--- src/verilog/drs_pkg.sv ---
// constants and types shared by the debug reset and strap control block
`default_nettype none
package drs_pkg;
    // register byte offsets
    localparam logic [3:0] DRS_CTRL_OFS = 4'h0;
    localparam logic [3:0] DRS_TRIG_OFS = 4'h4;
    localparam logic [3:0] DRS_STAT_OFS = 4'h8;
    localparam logic [3:0] DRS_DUST_OFS = 4'hc;
    // control action register fields (write pulses)
    localparam int DRS_CTRL_CPU_RST = 0;
    localparam int DRS_CTRL_DBG_RST = 1;
    localparam int DRS_CTRL_RELEASE = 2;
    localparam int DRS_CTRL_VEC_REQ = 3;
    // trigger configuration fields
    localparam int DRS_TRIG_SEL_LO = 0;
    localparam int DRS_TRIG_OUT_EN = 2;
    localparam int DRS_TRIG_IN_EN = 3;
    localparam logic [1:0] DRS_TRIG_SEL_RST = 2'h0;
    // status register fields
    localparam int DRS_STAT_KIND_LO = 0;
    localparam int DRS_STAT_DU_EN = 2;
    localparam int DRS_STAT_SUSP = 3;
    localparam int DRS_STAT_JTAG = 4;
    localparam int DRS_STAT_VEC = 5;
    // debug unit state register fields
    localparam int DRS_DUST_CAP = 8;
    localparam int DRS_DUST_IRQ = 9;
    localparam int DRS_DUST_STALL = 10;
    // software reset hold time
    localparam int DRS_CLK_PERIOD_PS = 4000;
    localparam int DRS_SW_RST_NS = 64;
    localparam int DRS_SW_RST_CYC =
        (DRS_SW_RST_NS * 1000 + DRS_CLK_PERIOD_PS - 1) / DRS_CLK_PERIOD_PS;
    // trigger output sources
    typedef enum logic [1:0] {
        DRS_TSRC_WP = 2'h0,
        DRS_TSRC_TIMING = 2'h1,
        DRS_TSRC_OVF = 2'h2,
        DRS_TSRC_TRIGIN = 2'h3
    } drs_tsrc_e;
    // kind of reset last performed
    typedef enum logic [1:0] {
        DRS_KIND_POR = 2'h0,
        DRS_KIND_MANUAL = 2'h1,
        DRS_KIND_DEBUG = 2'h2,
        DRS_KIND_CPU = 2'h3
    } drs_kind_e;
    // sequencer states
    typedef enum logic [1:0] {
        DRS_ST_IDLE = 2'h0,
        DRS_ST_PIN = 2'h1,
        DRS_ST_SW = 2'h2
    } drs_st_e;
endpackage : drs_pkg
`default_nettype wire

--- src/verilog/drs_top.sv ---
// debug reset, strap sampling and debug unit reset control
//
// Strobed register access and the register addresses were decided locally.
`timescale 1ns/1ps
`default_nettype none
module drs_top #(
    parameter int FIFO_W = 8
) (
    input wire logic clk,
    input wire logic rstn,
    input wire logic [3:0] addr,
    input wire logic [31:0] wdata,
    input wire logic wr,
    input wire logic rd,
    output logic [31:0] rdata,
    input wire logic power_on_reset_pin_n,
    input wire logic manual_reset_pin_n,
    input wire logic link_input_data_strap,
    input wire logic link_input_clock_strap,
    input wire logic link_input_sync_strap,
    input wire logic trst_n,
    input wire logic jtag_debug_loaded,
    input wire logic du_fifo_push,
    input wire logic du_fifo_pop,
    input wire logic du_capture,
    input wire logic du_irq_event,
    input wire logic du_stall_req,
    input wire logic wp_hit,
    input wire logic timing_event,
    input wire logic trace_overflow,
    input wire logic trigger_in_pin_n,
    output logic trigger_out_pin_n,
    output logic wp_trigger,
    output logic tap_reset,
    output logic chip_reset,
    output logic debug_regs_reset,
    output logic [1:0] reset_kind,
    output logic cpu_debug_vector_sel,
    output logic cpu_suspend,
    output logic debug_unit_enable,
    output logic debug_unit_clk_en,
    output logic link_jtag_sel,
    output logic du_irq,
    output logic du_stall,
    output logic [FIFO_W-1:0] du_fifo_level
);
    localparam logic [7:0] SW_CYC = 8'(drs_pkg::DRS_SW_RST_CYC - 1);

    typedef struct packed {
        drs_pkg::drs_st_e st;
        drs_pkg::drs_kind_e kind;
        logic [7:0] cnt;
        logic rst;
        logic dreg_rst;
        logic jtag;
        logic vec_req;
        logic vec_dbg;
        logic [1:0] tsel;
        logic tout_en;
        logic tin_en;
        logic [FIFO_W-1:0] fifo;
        logic cap;
        logic irq;
        logic stall;
        logic [31:0] rdata;
    } drs_state_s;

    drs_state_s q, d;
    logic pins_low;
    logic capture;
    logic release_req;
    logic du_en;
    logic susp;
    logic wr_ctrl;
    logic wr_trig;
    logic du_clear;

    assign pins_low = ~power_on_reset_pin_n | ~manual_reset_pin_n;
    assign wr_ctrl = wr && addr == drs_pkg::DRS_CTRL_OFS;
    assign wr_trig = wr && addr == drs_pkg::DRS_TRIG_OFS;
    assign release_req = wr_ctrl & wdata[drs_pkg::DRS_CTRL_RELEASE];

    // reset sequencer, register file and debug unit internal state
    always_comb begin
        d = q;
        d.rdata = '0;
        d.dreg_rst = 1'b0;
        capture = 1'b0;
        case (q.st)
            drs_pkg::DRS_ST_IDLE: begin
                if (pins_low) begin
                    d.st = drs_pkg::DRS_ST_PIN;
                    d.rst = 1'b1;
                    if (!link_input_data_strap) begin
                        d.kind = drs_pkg::DRS_KIND_DEBUG;
                    end else if (!power_on_reset_pin_n) begin
                        d.kind = drs_pkg::DRS_KIND_POR;
                    end else begin
                        d.kind = drs_pkg::DRS_KIND_MANUAL;
                    end
                end else if (wr_ctrl && wdata[drs_pkg::DRS_CTRL_DBG_RST]) begin
                    d.st = drs_pkg::DRS_ST_SW;
                    d.rst = 1'b1;
                    d.cnt = SW_CYC;
                    d.kind = drs_pkg::DRS_KIND_DEBUG;
                end else if (wr_ctrl && wdata[drs_pkg::DRS_CTRL_CPU_RST]) begin
                    d.st = drs_pkg::DRS_ST_SW;
                    d.rst = 1'b1;
                    d.cnt = SW_CYC;
                    d.kind = drs_pkg::DRS_KIND_CPU;
                    d.vec_req = wdata[drs_pkg::DRS_CTRL_VEC_REQ];
                end
            end
            drs_pkg::DRS_ST_PIN: begin
                // the data strap is watched for the whole pin hold
                if (!link_input_data_strap) begin
                    d.kind = drs_pkg::DRS_KIND_DEBUG;
                end
                if (!pins_low) begin
                    d.st = drs_pkg::DRS_ST_IDLE;
                    capture = 1'b1;
                end
            end
            drs_pkg::DRS_ST_SW: begin
                // a pin reset overrides a running software reset
                if (pins_low) begin
                    d.st = drs_pkg::DRS_ST_PIN;
                    d.kind = link_input_data_strap ?
                        (power_on_reset_pin_n ? drs_pkg::DRS_KIND_MANUAL
                                              : drs_pkg::DRS_KIND_POR)
                        : drs_pkg::DRS_KIND_DEBUG;
                end else if (q.cnt == 8'h00) begin
                    d.st = drs_pkg::DRS_ST_IDLE;
                    capture = 1'b1;
                end else begin
                    d.cnt = q.cnt - 8'h01;
                end
            end
            default: begin
                d.st = drs_pkg::DRS_ST_IDLE;
            end
        endcase

        // actions at the release edge of any reset
        if (capture) begin
            d.rst = 1'b0;
            d.vec_dbg = (q.kind == drs_pkg::DRS_KIND_CPU) & q.vec_req;
            d.vec_req = 1'b0;
            if (q.kind == drs_pkg::DRS_KIND_POR || q.kind == drs_pkg::DRS_KIND_MANUAL) begin
                // full reset: debug registers and link selection return to default
                d.dreg_rst = 1'b1;
                d.jtag = 1'b0;
                d.tsel = drs_pkg::DRS_TRIG_SEL_RST;
                d.tout_en = 1'b0;
                d.tin_en = 1'b0;
            end
            // a debug reset keeps jtag, tsel and trigger enables
        end

        // jtag selection sticks until a full reset; set wins over clear
        if (jtag_debug_loaded) begin
            d.jtag = 1'b1;
        end

        // trigger configuration write
        if (wr_trig) begin
            d.tsel = wdata[drs_pkg::DRS_TRIG_SEL_LO +: 2];
            d.tout_en = wdata[drs_pkg::DRS_TRIG_OUT_EN];
            d.tin_en = wdata[drs_pkg::DRS_TRIG_IN_EN];
        end

        // debug unit internal state, held cleared through non-cpu resets
        if (du_clear) begin
            d.fifo = '0;
            d.cap = 1'b0;
            d.irq = 1'b0;
            d.stall = 1'b0;
        end else begin
            if (du_fifo_push && !du_fifo_pop && q.fifo != '1) begin
                d.fifo = q.fifo + 1'b1;
            end else if (du_fifo_pop && !du_fifo_push && q.fifo != '0) begin
                d.fifo = q.fifo - 1'b1;
            end
            if (du_capture) begin
                d.cap = 1'b1;
            end
            if (du_irq_event) begin
                d.irq = 1'b1;
            end
            d.stall = du_stall_req;
        end

        // read data, valid the cycle after the strobe
        if (rd) begin
            case (addr)
                drs_pkg::DRS_TRIG_OFS: begin
                    d.rdata[drs_pkg::DRS_TRIG_SEL_LO +: 2] = q.tsel;
                    d.rdata[drs_pkg::DRS_TRIG_OUT_EN] = q.tout_en;
                    d.rdata[drs_pkg::DRS_TRIG_IN_EN] = q.tin_en;
                end
                drs_pkg::DRS_STAT_OFS: begin
                    d.rdata[drs_pkg::DRS_STAT_KIND_LO +: 2] = q.kind;
                    d.rdata[drs_pkg::DRS_STAT_DU_EN] = du_en;
                    d.rdata[drs_pkg::DRS_STAT_SUSP] = susp;
                    d.rdata[drs_pkg::DRS_STAT_JTAG] = q.jtag;
                    d.rdata[drs_pkg::DRS_STAT_VEC] = q.vec_dbg;
                end
                drs_pkg::DRS_DUST_OFS: begin
                    d.rdata[FIFO_W-1:0] = q.fifo;
                    d.rdata[drs_pkg::DRS_DUST_CAP] = q.cap;
                    d.rdata[drs_pkg::DRS_DUST_IRQ] = q.irq;
                    d.rdata[drs_pkg::DRS_DUST_STALL] = q.stall;
                end
                default: begin
                    d.rdata = '0;
                end
            endcase
        end
    end

    // debug unit is cleared while any reset other than a cpu reset runs
    assign du_clear = q.rst & (q.kind != drs_pkg::DRS_KIND_CPU);

    // state register
    always_ff @(posedge clk or negedge rstn) begin
        if (!rstn) begin
            q <= '{st: drs_pkg::DRS_ST_IDLE, kind: drs_pkg::DRS_KIND_POR,
                   tsel: drs_pkg::DRS_TRIG_SEL_RST, default: '0};
        end else begin
            q <= d;
        end
    end

    // strap capture and cpu suspend hold
    drs_strap_latch u_strap (
        .clk(clk),
        .rstn(rstn),
        .capture(capture),
        .release_req(release_req),
        .clk_strap(link_input_clock_strap),
        .sync_strap(link_input_sync_strap),
        .du_enable(du_en),
        .cpu_suspend(susp)
    );

    // trigger pins
    drs_trigger u_trig (
        .clk(clk),
        .rstn(rstn),
        .src_sel(q.tsel),
        .out_en(q.tout_en),
        .in_en(q.tin_en),
        .wp_hit(wp_hit),
        .timing_event(timing_event),
        .trace_overflow(trace_overflow),
        .trigger_in_pin_n(trigger_in_pin_n),
        .trigger_out_pin_n(trigger_out_pin_n),
        .wp_trigger(wp_trigger)
    );

    // outputs
    assign tap_reset = ~trst_n; // nothing else looks at trst_n
    assign rdata = q.rdata;
    assign chip_reset = q.rst;
    assign debug_regs_reset = q.dreg_rst;
    assign reset_kind = q.kind;
    assign cpu_debug_vector_sel = q.vec_dbg;
    assign cpu_suspend = susp;
    assign debug_unit_enable = du_en;
    assign debug_unit_clk_en = du_en;
    assign link_jtag_sel = q.jtag;
    assign du_irq = q.irq;
    assign du_stall = q.stall;
    assign du_fifo_level = q.fifo;
endmodule // drs_top
`default_nettype wire

--- src/verilog/drs_strap_latch.sv ---
// strap capture at reset release and cpu suspend hold
`timescale 1ns/1ps
`default_nettype none
module drs_strap_latch (
    input wire logic clk,
    input wire logic rstn,
    input wire logic capture,
    input wire logic release_req,
    input wire logic clk_strap,
    input wire logic sync_strap,
    output logic du_enable,
    output logic cpu_suspend
);
    typedef struct packed {
        logic du_en;
        logic susp;
    } drs_latch_s;

    drs_latch_s q, d;

    // straps sampled only on the release edge, held until next release or, for suspend, a release write
    always_comb begin
        d = q;
        if (release_req) begin
            d.susp = 1'b0;
        end
        if (capture) begin
            d.du_en = ~clk_strap;
            d.susp = ~sync_strap;
        end
    end

    // register the state
    always_ff @(posedge clk or negedge rstn) begin
        if (!rstn) begin
            q <= '0;
        end else begin
            q <= d;
        end
    end

    assign du_enable = q.du_en;
    assign cpu_suspend = q.susp;
endmodule // drs_strap_latch
`default_nettype wire

--- src/verilog/drs_trigger.sv ---
// trigger input qualifier and trigger output source select
`timescale 1ns/1ps
`default_nettype none
module drs_trigger (
    input wire logic clk,
    input wire logic rstn,
    input wire logic [1:0] src_sel,
    input wire logic out_en,
    input wire logic in_en,
    input wire logic wp_hit,
    input wire logic timing_event,
    input wire logic trace_overflow,
    input wire logic trigger_in_pin_n,
    output logic trigger_out_pin_n,
    output logic wp_trigger
);
    typedef struct packed {
        logic out_n;
        logic trig;
    } drs_trig_s;

    drs_trig_s q, d;
    logic src;

    // pick the event shown on the trigger output
    always_comb begin
        case (drs_pkg::drs_tsrc_e'(src_sel))
            drs_pkg::DRS_TSRC_WP: src = wp_hit;
            drs_pkg::DRS_TSRC_TIMING: src = timing_event;
            drs_pkg::DRS_TSRC_OVF: src = trace_overflow;
            drs_pkg::DRS_TSRC_TRIGIN: src = ~trigger_in_pin_n;
            default: src = 1'b0;
        endcase
        d.out_n = ~(out_en & src);
        d.trig = in_en & ~trigger_in_pin_n;
    end

    // register the pins; output idles high
    always_ff @(posedge clk or negedge rstn) begin
        if (!rstn) begin
            q <= '{out_n: 1'b1, trig: 1'b0};
        end else begin
            q <= d;
        end
    end

    assign trigger_out_pin_n = q.out_n;
    assign wp_trigger = q.trig;
endmodule // drs_trigger
`default_nettype wire

--- config.mk ---
export PLATFORM = sky130hd
export DESIGN_NAME = drs_top
export DESIGN_NICKNAME = d
export VERILOG_FILES = /design/src/verilog/drs_pkg.sv /design/src/verilog/drs_top.sv /design/src/verilog/drs_strap_latch.sv /design/src/verilog/drs_trigger.sv
export SDC_FILE = /design/constraint.sdc
export NUM_CORES = 1
export LEC_CHECK = 0
export ABC_AREA = 0
export BUFFER_PORTS_ARGS = -buffer_cell sky130_fd_sc_hd__buf_2
export CAP_MARGIN = 20
export CORE_ASPECT_RATIO = 1.25
export CORE_MARGIN = 5
export CORE_UTILIZATION = 54
export CTS_CLUSTER_SIZE = 24
export DETAILED_ROUTE_END_ITERATION = 7
export PLACE_DENSITY_LB_ADDON = 0.05
export SLEW_MARGIN = 20
export SYNTH_ARGS = -nofsm -noshare
export SYNTH_HDL_FRONTEND = slang
export SYNTH_SLANG_ARGS = --single-unit
--- constraint.sdc ---
create_clock -name clk -period 6.5 [get_ports clk]
set_input_delay 0.65 -clock clk [delete_from_list [all_inputs] [get_ports clk]]
set_output_delay 0.65 -clock clk [all_outputs]
set_load 0.02 [all_outputs]
==> summary.txt <==
Status
  • Status: complete, no violations

STA
  • Rel. slew slack: 33.8%
  • Max-slew violation count: 0
  • Clock Skews: 0.00465 ns
  • Post-route minimum period: between 3 and 4 ns
  • Fin. Hold Viols: 0
  • Worst slew pin tran: 0.988 ns
  • Setup TNS: 0 ns
  • Fmax: between 300 and 400 MHz
  • Post-route clock period utilization: 46.5%
  • Final setup vio count: 0
  • Unrepaired setup endpoints after global routing: false

GRT
  • Vias in the first global route: around 2.2k
  • Overall routing resource usage: ~18%
  • First-pass GRT wire length: between 10 and 15 mm
  • Largest net degree at the start of global routing: 48
  • Global route total overflow: 0
  • Initial antenna violation count: 0

Die
  • FP Rows: 30
  • Core Box Area: approximately 0.0054 sq mm
  • Overall die area: 0.00704 sq mm
  • I/O Pins: between 100 and 150
  • Width of the die: approximately 76 um
  • Height of the die: 92.6 um
  • Initial core utilization: between 50% and 60%

Synth
  • Post-synthesis async set-or-reset flop share: 100%
  • Yosys warning count: 0
  • Library cells used by synthesis: 55
  • Flops & latches, synth: 47
  • Synth area leaders: dfrtp_1 (39%), buf_4 (11%), ha_1 (4.7%)
  • Commonest cells post-synth: dfrtp_1 (46), buf_4 (43), nand2_1 (33), nor2_1 (33), a21oi_1 (17)
  • Post-synth top area cell: dfrtp_1
  • Synth top area share: about two fifths
  • Mapped Area: about 0.003 sq mm
  • Post-synthesis cell count: roughly 320
  • Seq/Total Area, Yosys: roughly two fifths
  • Post-synth EDFFs: 0
  • Avg Inst Size Synth: approximately 9.2 sq um
  • Count leader, synth: dfrtp_1
  • Top_reg_cell synth: dfrtp_1

Placed design
  • # port buffers: 60
  • DP Cell Count: roughly 420
  • Post-DP HPWL: around 4.8 mm
  • Routability-driven placement congestion ratio: approximately 0.8

Drt
  • WL final: approximately 6.3 mm
  • Routed Antenna Nets: 0
  • TritonRoute pass-1 iters: 4
  • Drt first-iter violations: 84
  • DR DRC count: 0
  • DR WL/cell: 14.8 um
  • Via Count: 2260
  • Via density: approximately 5.3

Worst setup path
  • RR Endpoint: du_fifo_level[6]
  • Crit Reg-Reg Startpoint: du_fifo_level[4]
  • CP Class: flop to flop
  • R2R Setup Slk: 3.48 ns
  • Critical Path RT: approximately 6.7 ns
  • CP endpoint kind: flop
  • Depth of the most critical reg-to-reg path: 8
  • Crit-path max FO: 13
  • WP data arrival: about 3.2 ns
  • Startpoint types: flop

Clock network
  • Cts bufs inserted: 5
  • Post-CTS Repair Setup Buffers: 0
  • Max clock buf depth: 2
  • Clock root buffer: clkbuf_8
  • # clock sinks: 47
  • Clock Latency Late Sink: 0.29 ns
  • # resized after CTS: 0
  • H-Tree Depth: 2
  • Clock slew seen by the registers of the worst setup and hold paths: 0.08 ns
  • TritonCTS clock tree: done
  • Hold bufs inserted after CTS: 0

Power
  • P per Cell Area: about 380 mW/mm^2
  • Peak VDD IR: around 0.21 mV
  • Leakage Power: around 0.0016 uW

Finish
  • Final nets: ~430
  • Antenna cell count: 0
  • Share of cells above drive strength 1: between 20% and 30%
  • Layout Cells excl Fill: 423
  • Area growth, synth to finish: 5.86%

Flow run
  • Max-capacitance violation count: 0

Hold path
  • Hold Crit Class: input port to asynchronous set/reset pin
## state kept, by name (all words and copies together), names as in the netlist
register and cells:
chip_reset 1, rdata 11, du_irq 1, du_stall 1, u_trig.trigger_out_pin_n 1, u_trig.wp_trigger 1
cpu_debug_vector_sel 1, debug_regs_reset 1, u_strap.du_enable 1, link_jtag_sel 1, q 16, reset_kind 2
u_strap.cpu_suspend 1, du_fifo_level 8
## critical path: stages (launching register included)
cell	delay, ns
dfrtp_1	0.48
nand4_1	0.15
o211ai_1	0.82
ha_1	0.44
nor2b_1	0.17
o31a_1	0.26
o21a_1	0.19
o21a_1	0.17
o32ai_1	0.25
## report_power, final
part,internal [uW],switching [uW],total [uW]
Sequential,374,94.1,468
Clock,75.7,93.7,169
Combinational,225,332,557
Total,675,520,1190
## cells in the final DEF, fill, tap and decap left out, drive strengths merged, types with 2 or more instances in the layout
| cell | Yosys | routed |
|---|---|---|
| a22oi | 2 | 2 |
| nor2b | 3 | 3 |
| inv | 15 | 15 |
| nand2b | 2 | 2 |
| dfrtp | 46 | 46 |
| o211ai | 4 | 4 |
| o32ai | 2 | 2 |
| nor3 | 8 | 8 |
| conb | 1 | 21 |
| xnor2 | 3 | 3 |
| or2 | 3 | 3 |
| o21a | 6 | 6 |
| or4b | 2 | 2 |
| nor2 | 33 | 33 |
| a21oi | 18 | 18 |
| o21ai | 11 | 11 |
| ha | 11 | 11 |
| a211oi | 3 | 3 |
| nand3 | 8 | 8 |
| o21bai | 3 | 3 |
| and3 | 3 | 3 |
| buf | 47 | 60 |
| nor4 | 6 | 6 |
| and2 | 8 | 8 |
| clkbuf | 3 | 7 |
| a21o | 2 | 2 |
| nand4 | 5 | 5 |
| or3 | 2 | 2 |
| mux2i | 9 | 9 |
| a211o | 2 | 2 |
| nand2 | 33 | 33 |
| mux2 | 3 | 3 |
## cells by family after synthesis
logic type | share of synthesized area (%)
mux | 5.10
other cells | 0.127
fa+ha+maj | 5.35
simple gates | 19.9
xor+xnor | 1.19
flops | 40.0
compound gates | 14.0
buf+inv | 14.4
## per-layer routing
metal	global-route usage [%]	vias to the layer above	share of wire, %
met1	21.6	1083	43
met4	4.37	0	1.2
met3	3.60	7	4.3
met2	32.0	46	52
met5	0	-	0
li1	-	1124	-
## layout make-up
| cell class | instances | area, sq um |
|---|---|---|
| fillers | 519 | 2250 |
| repair buffers | 60 | 303 |
| clock inverters | 1 | 5.00 |
| multi-input cells | 229 | 1420 |
| clock buffers | 7 | 76.3 |
| flip-flops and latches | 47 | 1180 |
| inverters | 15 | 56.3 |
| well taps | 64 | 80.1 |
## stage by stage
stage	setup WS, ns	hold slack (ns)	power, uW	instance area [sq um]	utilization, %
floorplan	3.94	0.354	921	3020	-
global placement	3.49	0.420	1020	3030	56.5
detailed placement	3.49	0.412	1030	3030	56.5
CTS	3.47	0.425	1210	3120	58.0
global route	3.29	0.409	1290	3120	58.1
finish	3.48	0.357	1190	3120	58.1
## how the worst max path moves through the flow
stage                     cells past startpoint               end              from  slack (ns)
final                                         8  du_fifo_level[6]  du_fifo_level[4]        3.48
after global routing                          8  du_fifo_level[6]  du_fifo_level[0]        3.29
after CTS                                     8  du_fifo_level[6]  du_fifo_level[4]        3.47
after detailed placement                      8  du_fifo_level[6]  du_fifo_level[4]        3.49
after global placement                        8  du_fifo_level[6]  du_fifo_level[4]        3.49
after floorplan                               8  du_fifo_level[6]  du_fifo_level[7]        3.94
Note: power is estimated with default switching activity, not from simulation.
